## src/include/ffm_cfg.svh

```systemverilog
// Constants of the two-port FIFO flag, mail and parity block.
// Assumes one system clock; port clocks arrive as synchronous levels.
`ifndef FFM_CFG_SVH
`define FFM_CFG_SVH

// ==========================================================
// Geometry
`define FFM_WORD_W    36
`define FFM_PTR_W     7
`define FFM_DEPTH     7'h40
`define FFM_LANES     4
`define FFM_LANE_W    9

// ==========================================================
// Offset presets by select pins
`define FFM_OFS_HH    5'h10
`define FFM_OFS_HL    5'h0c
`define FFM_OFS_LH    5'h08
`define FFM_OFS_LL    5'h04

// ==========================================================
// APB registers
`define FFM_ADDR_W    12
`define FFM_CTRL_ADR  12'h000
`define FFM_STAT_ADR  12'h004
`define FFM_CTRL_ODD  0
`define FFM_CTRL_RST  1'h1
`define FFM_ST_CNT_LO 8
`define FFM_ST_OFS_LO 16

`endif

```

## src/include/ffm_pkg.sv

```systemverilog
// Types of the two-port FIFO flag, mail and parity block.
// Assumes ffm_cfg.svh is on the include path.
`include "ffm_cfg.svh"

package ffm_pkg;

  // ==========================================================
  // Two-stage flag synchroniser state
  typedef struct packed {
    logic s1;
    logic s2;
  } ffm_sync_s;

  // ==========================================================
  // Core state
  typedef struct packed {
    logic                   a_clk_q;
    logic                   b_clk_q;
    logic                   init_done;
    logic [4:0]             offset;
    logic [`FFM_PTR_W-1:0]  wptr;
    logic [`FFM_PTR_W-1:0]  rptr;
    logic [`FFM_WORD_W-1:0] mail1;
    logic [`FFM_WORD_W-1:0] mail2;
    logic                   mail1_full_n;
    logic                   mail2_full_n;
    logic [`FFM_WORD_W-1:0] fifo_out;
    logic [`FFM_WORD_W-1:0] dout_a;
    logic                   oe_a;
    logic [`FFM_WORD_W-1:0] dout_b;
    logic                   oe_b;
    logic                   pef_a_n;
    logic                   pef_b_n;
    logic                   odd_sel;
    logic [31:0]            prdata;
    logic                   pready;
    logic                   pslverr;
  } ffm_state_s;

endpackage

```

## src/core/ffm_parity.sv

```systemverilog
// Lane parity checker and generator, shared by check and generation.
// Assumes lanes are packed from bit 0 upward, parity bit on top of each.
`timescale 1ns/1ps
`include "ffm_cfg.svh"

module ffm_parity #(
  parameter int LANES  = `FFM_LANES,
  parameter int LANE_W = `FFM_LANE_W
) (
  // Data and select
  input  wire logic [LANES*LANE_W-1:0] word,
  input  wire logic                    odd_sel,
  // Results
  output logic      [LANES*LANE_W-1:0] gen_word,
  output logic                         err
);
  import ffm_pkg::*;

  logic [LANES-1:0] lane_err;

  for (genvar i = 0; i < LANES; i++) begin : g_lane
    assign lane_err[i] = (^word[i*LANE_W +: LANE_W]) ^ odd_sel;
    assign gen_word[i*LANE_W +: LANE_W] =
      {(^word[i*LANE_W +: LANE_W-1]) ^ odd_sel, word[i*LANE_W +: LANE_W-1]};
  end

  assign err = |lane_err;

endmodule // ffm_parity

```

## src/core/ffm_sync.sv

```systemverilog
// Two-stage flag synchroniser, advanced by a port clock tick.
// Assumes drop is raised in the cycle a local event lowers the level.
`timescale 1ns/1ps

module ffm_sync #(
  parameter bit RST_VAL = 1'b0
) (
  // Clock and reset
  input  wire logic sys_clk,
  input  wire logic resetn,
  // Control
  input  wire logic tick,
  input  wire logic drop,
  input  wire logic d,
  // Result
  output logic      q
);
  import ffm_pkg::*;

  ffm_sync_s st;
  ffm_sync_s nx;

  always_comb begin
    nx = st;
    if (drop) begin
      nx.s1 = 1'b0;
      nx.s2 = 1'b0;
    end else if (tick) begin
      nx.s1 = d;
      nx.s2 = st.s1;
    end
  end

  always_ff @(posedge sys_clk or negedge resetn) begin
    if (!resetn) begin
      st <= '{RST_VAL, RST_VAL};
    end else begin
      st <= nx;
    end
  end

  assign q = st.s2;
endmodule // ffm_sync

```

## src/core/ffm_core.sv

```systemverilog
// 64 x 36 FIFO with almost flags, two mail registers and lane parity.
// Assumes port clocks and all pins are synchronous levels on sys_clk.
//
// The placing of the registers and the APB slave port are this design's own decisions.
`timescale 1ns/1ps
`include "ffm_cfg.svh"

module ffm_core (
  // Clock and reset
  input  wire logic                    sys_clk,
  input  wire logic                    resetn,
  // Port clocks and offset select
  input  wire logic                    port_a_clock,
  input  wire logic                    port_b_clock,
  input  wire logic                    offset_sel0,
  input  wire logic                    offset_sel1,
  // Port A control
  input  wire logic                    chip_sel_port_a_n,
  input  wire logic                    write_not_read_port_a,
  input  wire logic                    port_a_gate,
  input  wire logic                    mail_select_port_a,
  input  wire logic                    gen_parity_port_a,
  // Port A data
  input  wire logic [`FFM_WORD_W-1:0]  port_a_din,
  output logic      [`FFM_WORD_W-1:0]  port_a_dout,
  output logic                         port_a_oe,
  // Port B control
  input  wire logic                    chip_sel_port_b_n,
  input  wire logic                    write_not_read_port_b,
  input  wire logic                    port_b_gate,
  input  wire logic                    mail_select_port_b,
  input  wire logic                    gen_parity_port_b,
  // Port B data
  input  wire logic [`FFM_WORD_W-1:0]  port_b_din,
  output logic      [`FFM_WORD_W-1:0]  port_b_dout,
  output logic                         port_b_oe,
  // Flags
  output logic                         empty_flag_n,
  output logic                         almost_empty_n,
  output logic                         almost_full_n,
  output logic                         full_flag_n,
  output logic                         mail1_full_n,
  output logic                         mail2_full_n,
  output logic                         parity_err_port_a_n,
  output logic                         parity_err_port_b_n,
  // APB slave
  input  wire logic                    psel,
  input  wire logic                    penable,
  input  wire logic                    pwrite,
  input  wire logic [`FFM_ADDR_W-1:0]  paddr,
  input  wire logic [31:0]             pwdata,
  output logic      [31:0]             prdata,
  output logic                         pready,
  output logic                         pslverr
);
  import ffm_pkg::*;

  ffm_state_s             st;
  ffm_state_s             nx;
  logic [`FFM_WORD_W-1:0] mem [0:63];

  logic                   a_tick;
  logic                   b_tick;
  logic                   sel_wr_a;
  logic                   sel_rd_a;
  logic                   sel_wr_b;
  logic                   sel_rd_b;
  logic                   fifo_wr;
  logic                   fifo_rd;
  logic                   mail1_wr;
  logic                   mail2_wr;
  logic                   mail1_rd;
  logic                   mail2_rd;
  logic                   gen_mail_a;
  logic                   gen_mail_b;
  logic [`FFM_PTR_W-1:0]  cnt;
  logic [`FFM_PTR_W-1:0]  ofs7;
  logic                   ef_raw;
  logic                   ae_raw;
  logic                   af_raw;
  logic                   ff_raw;
  logic [`FFM_WORD_W-1:0] tree_a_in;
  logic [`FFM_WORD_W-1:0] tree_b_in;
  logic [`FFM_WORD_W-1:0] gen_a;
  logic [`FFM_WORD_W-1:0] gen_b;
  logic [`FFM_WORD_W-1:0] mem_word;
  logic [`FFM_WORD_W-1:0] gen_fifo;
  logic                   err_a;
  logic                   err_b;
  logic                   apb_done;
  logic [31:0]            status;

  // ==========================================================
  // Port decode
  assign a_tick   = port_a_clock & ~st.a_clk_q;
  assign b_tick   = port_b_clock & ~st.b_clk_q;
  assign sel_wr_a = ~chip_sel_port_a_n & write_not_read_port_a & port_a_gate;
  assign sel_rd_a = ~chip_sel_port_a_n & ~write_not_read_port_a & port_a_gate;
  assign sel_wr_b = ~chip_sel_port_b_n & write_not_read_port_b & port_b_gate;
  assign sel_rd_b = ~chip_sel_port_b_n & ~write_not_read_port_b & port_b_gate;

  assign fifo_wr  = st.init_done & a_tick & sel_wr_a & ~mail_select_port_a & full_flag_n;
  assign fifo_rd  = st.init_done & b_tick & sel_rd_b & ~mail_select_port_b & empty_flag_n;
  assign mail1_wr = a_tick & sel_wr_a & mail_select_port_a & st.mail1_full_n;
  assign mail2_wr = b_tick & sel_wr_b & mail_select_port_b & st.mail2_full_n;
  assign mail1_rd = b_tick & sel_rd_b & mail_select_port_b;
  assign mail2_rd = a_tick & sel_rd_a & mail_select_port_a;
  assign gen_mail_a = sel_rd_a & mail_select_port_a & gen_parity_port_a;
  assign gen_mail_b = sel_rd_b & mail_select_port_b & gen_parity_port_b;

  // ==========================================================
  // Fill level and flag comparisons
  assign cnt    = st.wptr - st.rptr;
  assign ofs7   = {2'h0, st.offset};
  assign ef_raw = cnt != 7'h00;
  assign ae_raw = cnt > ofs7;
  assign af_raw = cnt < 7'(`FFM_DEPTH - ofs7);
  assign ff_raw = cnt != `FFM_DEPTH;

  ffm_sync #(.RST_VAL(1'b0)) u_sync_ef (
    .sys_clk (sys_clk),
    .resetn  (resetn),
    .tick    (b_tick),
    .drop    (fifo_rd & ~fifo_wr & (cnt == 7'h01)),
    .d       (ef_raw),
    .q       (empty_flag_n)
  );
  ffm_sync #(.RST_VAL(1'b0)) u_sync_ae (
    .sys_clk (sys_clk),
    .resetn  (resetn),
    .tick    (b_tick),
    .drop    (fifo_rd & ~fifo_wr & (cnt == 7'(ofs7 + 7'h01))),
    .d       (ae_raw),
    .q       (almost_empty_n)
  );
  ffm_sync #(.RST_VAL(1'b1)) u_sync_af (
    .sys_clk (sys_clk),
    .resetn  (resetn),
    .tick    (a_tick),
    .drop    (fifo_wr & ~fifo_rd & (cnt == 7'(`FFM_DEPTH - ofs7 - 7'h01))),
    .d       (af_raw),
    .q       (almost_full_n)
  );
  ffm_sync #(.RST_VAL(1'b1)) u_sync_ff (
    .sys_clk (sys_clk),
    .resetn  (resetn),
    .tick    (a_tick),
    .drop    (fifo_wr & ~fifo_rd & (cnt == 7'(`FFM_DEPTH - 7'h01))),
    .d       (ff_raw),
    .q       (full_flag_n)
  );

  // ==========================================================
  // Parity trees, shared with mail read generation
  // trees read mail, never write it
  assign tree_a_in = gen_mail_a ? st.mail2 : port_a_din;
  assign tree_b_in = gen_mail_b ? st.mail1 : port_b_din;
  assign mem_word  = mem[st.rptr[5:0]];

  ffm_parity u_par_a (
    .word     (tree_a_in),
    .odd_sel  (st.odd_sel),
    .gen_word (gen_a),
    .err      (err_a)
  );
  ffm_parity u_par_b (
    .word     (tree_b_in),
    .odd_sel  (st.odd_sel),
    .gen_word (gen_b),
    .err      (err_b)
  );
  ffm_parity u_par_fifo (
    .word     (mem_word),
    .odd_sel  (st.odd_sel),
    .gen_word (gen_fifo),
    .err      ()
  );

  // ==========================================================
  // APB decode
  assign apb_done = psel & penable & st.pready;
  assign status   = {11'h000, st.offset, 1'h0, cnt, st.pef_b_n, st.pef_a_n,
                     st.mail2_full_n, st.mail1_full_n, full_flag_n, almost_full_n,
                     almost_empty_n, empty_flag_n};

  // ==========================================================
  // Next state
  always_comb begin
    nx = st;
    nx.a_clk_q = port_a_clock;
    nx.b_clk_q = port_b_clock;
    if (!st.init_done) begin
      nx.init_done = 1'h1;
      case ({offset_sel1, offset_sel0})
        2'h3:    nx.offset = `FFM_OFS_HH;
        2'h2:    nx.offset = `FFM_OFS_HL;
        2'h1:    nx.offset = `FFM_OFS_LH;
        default: nx.offset = `FFM_OFS_LL;
      endcase
    end
    if (fifo_wr) begin
      nx.wptr = st.wptr + 7'h01;
    end
    if (fifo_rd) begin
      nx.rptr = st.rptr + 7'h01;
      nx.fifo_out = gen_parity_port_b ? gen_fifo : mem_word;
    end
    if (mail1_rd) begin
      nx.mail1_full_n = 1'h1;
    end
    if (mail2_rd) begin
      nx.mail2_full_n = 1'h1;
    end
    if (mail1_wr) begin
      nx.mail1        = port_a_din;
      nx.mail1_full_n = 1'h0;
    end
    if (mail2_wr) begin
      nx.mail2        = port_b_din;
      nx.mail2_full_n = 1'h0;
    end
    nx.oe_a   = ~chip_sel_port_a_n & ~write_not_read_port_a;
    nx.dout_a = gen_mail_a ? gen_a : st.mail2;
    nx.oe_b   = ~chip_sel_port_b_n & ~write_not_read_port_b;
    if (mail_select_port_b) begin
      nx.dout_b = gen_mail_b ? gen_b : st.mail1;
    end else begin
      nx.dout_b = st.fifo_out;
    end
    nx.pef_a_n = gen_mail_a | ~err_a;
    nx.pef_b_n = gen_mail_b | ~err_b;
    // Register access, answered one cycle into access phase
    nx.pready = psel & penable & ~st.pready;
    if (psel & penable & ~st.pready) begin
      nx.pslverr = (paddr != `FFM_CTRL_ADR) && (paddr != `FFM_STAT_ADR);
      if (paddr == `FFM_CTRL_ADR) begin
        nx.prdata = {31'h00000000, st.odd_sel};
      end else if (paddr == `FFM_STAT_ADR) begin
        nx.prdata = status;
      end else begin
        nx.prdata = 32'h00000000;
      end
    end
    if (apb_done & pwrite & (paddr == `FFM_CTRL_ADR)) begin
      nx.odd_sel = pwdata[`FFM_CTRL_ODD];
    end
  end

  always_ff @(posedge sys_clk or negedge resetn) begin
    if (!resetn) begin
      st              <= '0;
      st.mail1_full_n <= 1'h1;
      st.mail2_full_n <= 1'h1;
      st.pef_a_n      <= 1'h1;
      st.pef_b_n      <= 1'h1;
      st.odd_sel      <= `FFM_CTRL_RST;
    end else begin
      st <= nx;
    end
  end

  // FIFO array, no reset needed
  always_ff @(posedge sys_clk) begin
    if (fifo_wr) begin
      mem[st.wptr[5:0]] <= port_a_din;
    end
  end

  // ==========================================================
  // Outputs
  assign port_a_dout         = st.dout_a;
  assign port_a_oe           = st.oe_a;
  assign port_b_dout         = st.dout_b;
  assign port_b_oe           = st.oe_b;
  assign mail1_full_n        = st.mail1_full_n;
  assign mail2_full_n        = st.mail2_full_n;
  assign parity_err_port_a_n = st.pef_a_n;
  assign parity_err_port_b_n = st.pef_b_n;
  assign prdata              = st.prdata;
  assign pready              = st.pready;
  assign pslverr             = st.pslverr;
endmodule // ffm_core

```

## config.mk

```make
export PLATFORM = sky130hd
export DESIGN_NAME = ffm_core
export DESIGN_NICKNAME = d
export VERILOG_FILES = /design/src/include/ffm_pkg.sv /design/src/core/ffm_parity.sv /design/src/core/ffm_sync.sv /design/src/core/ffm_core.sv
export VERILOG_INCLUDE_DIRS = /design/src /design/src/include
export SDC_FILE = /design/constraint.sdc
export NUM_CORES = 2
export LEC_CHECK = 0
export BUFFER_PORTS_ARGS = -buffer_cell sky130_fd_sc_hd__buf_4
export CORE_ASPECT_RATIO = 1.2
export CORE_UTILIZATION = 65
export DETAILED_ROUTE_END_ITERATION = 8
export PLACE_DENSITY = 0.82
export SLEW_MARGIN = 20
export SYNTH_ARGS = -nofsm -noshare
export SYNTH_HDL_FRONTEND = slang
export SYNTH_SLANG_ARGS = --single-unit
```

## constraint.sdc

```tcl
create_clock -name sys_clk -period 6.8 [get_ports sys_clk]
set_input_delay 0.34 -clock sys_clk [delete_from_list [all_inputs] [get_ports sys_clk]]
set_output_delay 0.34 -clock sys_clk [all_outputs]
set_load 0.005 [all_outputs]
```

==> metrics.yaml <==
synth_warnings: 0
max_stage_delay_ps: 1120
drive_gt1_share_pct: 29.8
p_leak_nw: 36.6
setup_viol: 0
cpLargestDelayFamily: "simple AND/OR/NAND/NOR gates"
final_cell_mix: "edfxtp_1, mux4_2, buf_4"
layout_commonest_cell: "edfxtp_1"
maxSlewViolCount: 0
outcome: "completed"
grt-ovfl-total: 0
worstReg2RegStart: "st[242]$_DFF_PN0_"
synth_top_area_share_pct: 69.6
ant_nets: 0
path_depth: 8
cts_tree: "yes"
row_count: 156
cts_root_buf: "clkbuf_16"
multi_input_area_sq_um: 22600
finalHoldViolations: 0
tightestPinTransition_ps: 1260
rsz0062_at_grt: "false"
die_h_um: 430
skew_ps: 39.2
groute.usage.overall_pct: 37.2
gp_congestion: 0.877
netlist_top_cells_area: "edfxtp_1, mux4_2, dfrtp_1"
grt_pass1_vias: 54200
arrival_ps: 5620
async_flop_share_pct: 9.26
grt_max_degree: 102
port_buffers: 205
htreeDepth: 4
via_count: 52700
holdWs_ps: 32.2
whs_endpoint: "mem[18][12]$_DFFE_PP_"
clk_pin_slew_worst_paths_ps: 70
synth_edf_count: 2304
num-fill-cells: 7432
wl_um: 284000
cpMostUsedCell: "buf_4"
ys_ff_latch: 2539
start_kind: "flop"
wl_per_cell_um: 40.1
crit_type: "flop to flop"
die_w_um: 359
cp_max_fo: 19
synth_seq_area_share_pct: 75.5
viasPerCell: 7.44
fin_crit_ps: 5140
numClockSinks: 2539
fp.coreArea_sq_um: 151000
dieArea_sq_um: 155000
drc: 0
numCtsBuffers: 220
p_per_area_nw_per_um2: 313
reg2reg_to: "mem[37][32]$_DFFE_PP_"
drt_first_pass_iters: 6
cts_max_path_buffers: 3
syn_area_per_cell_sq_um: 21.5
seq_area_sq_um: 75100
rrSetupSlack_ps: 1660
max_freq_mhz: 195
met2_length_um: 137000
final.setup.tns_ps: 0
hpwl_um: 147000
cp_data_required_time_ps: 7290
end_kind: "flop"
synth_cell_types: 73
grt_pass1_wl_um: 399000
hold_path.class: "primary input to flop"
max_slew_margin_pct: 15.4
cap_violations: 0
m1WireLength_um: 85500
drtIter0Drc: 8911
ff2ff_path_depth: 8
antenna_found_initial: 9
syn-cell-area_sq_um: 99400
fin_total_pwr_w: 0.0347
hp-start: "port_a_din[12]"
nNetsFinal: 5078
initial_core_util_pct: 65.7
final_util_pct: 73.4
irDropWorstVdd_uv: 251
yosysTopAreaCell: "edfxtp_1"
critPathBufInv: 2
cts_resized: 0
cp_cell_sequence: "nor2b_1 > nand4b_1 > nor3_1 > buf_4 > and2_0 > nand3b_1 > nor2_4 > buf_4"
period_share_pct: 75.6
synth_ff_type: "edfxtp_1"
wl_met3_um: 40800
top_layer: "met5"
synth_cells: 4623
syn2layout_area_growth_pct: 11.6
io_pins: 251
slowest_stage: "nor2_4"
clk_latency_ps: 880
whs_path_depth: 1
-- Yosys cell counts, types with 10 or more instances --
cell type and n:
mux4_2 627, nor2b_1 14, nand2_1 148, edfxtp_1 2304
xnor2_1 116, a21oi_1 60, nor2_1 118, a221oi_1 16
xor2_1 39, nor3_1 12, mux2_2 123, buf_2 48
buf_1 20, dfrtp_1 226, nor4_1 10, nand3_1 25
mux2i_1 80, inv_1 16, o221ai_1 15, a22oi_1 88
o21ai_0 51, ha_1 19, clkbuf_1 118, buf_4 137
a22o_1 18, buf_6 35
-- layout make-up --
cell class                 instances  area share, %
sequential                      2539           67.7
multi-input combinational       1713           20.3
clock buffer                     279           5.27
timing repair buffer             428           3.31
tap                             1975           2.23
clock inverter                   124           1.10
inverter                          21         0.0756
antenna                            4        0.00902
-- flip-flops by register name, indices dropped and copies added (netlist names), 3 cells and up --
| name | count |
|---|---|
| port_b_dout | 36 |
| st | 126 |
| prdata | 18 |
| port_a_dout | 36 |
| ofs7 | 3 |
| mem | 2304 |
-- kinds of logic (layout without fill, tap and decap cells) --
kind of cell / Yosys count / count (layout) / share of synthesized area [%]
AOI/OAI and AO/OA: 305 / 305 / 2.08
xor gates and xnor gates: 159 / 159 / 1.46
and+or+nand+nor: 376 / 376 / 1.70
buffers and inverters: 384 / 852 / 2.36
DFF: 2539 / 2539 / 75.5
other: 2 / 19 / 0.00756
adders and majority gates: 21 / 21 / 0.269
muxes: 837 / 837 / 16.6
-- worst max-delay path by stage --
stage | from | endpoint | slack [ps]
2_1_floorplan | port_a_clock | mem[63][0]$_DFFE_PP_ | 2790
3_3_place_gp | port_a_clock | mem[34][32]$_DFFE_PP_ | 2100
3_5_place_dp | port_a_clock | mem[34][32]$_DFFE_PP_ | 1790
4_1_cts | st[242]$_DFF_PN0_ | mem[34][11]$_DFFE_PP_ | 1730
5_1_grt | st[242]$_DFF_PN0_ | mem[37][32]$_DFFE_PP_ | 1550
6_report | st[242]$_DFF_PN0_ | mem[37][32]$_DFFE_PP_ | 1660
-- metrics by stage --
stage          area (sq um)  setup WS (ps)  instances
6_report             111000           1660       7083
5_1_grt              111000           1550       7082
4_1_cts              111000           1730       7075
3_5_place_dp         103000           1790       6603
3_3_place_gp         103000           2100       6599
2_1_floorplan         99500           2790       4636
-- metal layers --
metal  global-route usage [%]  vias up
met3                     10.2     1320
met1                     45.4    26400
met5                        0        -
met2                     59.5     5460
met4                     24.1        6
li1                         -    19500
-- what timing repair did --
| action | CTS | global route |
|---|---|---|
| hold buffers | 69 | 0 |
| buffers inserted | 0 | 0 |
| endpoints found under the hold margin | 322 | 0 |
-- report_power, final --
part           switching, W  internal [W]
Clock               0.00570       0.00694
Combinational       0.00245       0.00221
Sequential         0.000196        0.0172
Total               0.00834        0.0263
(Power assumes the default switching activity.)
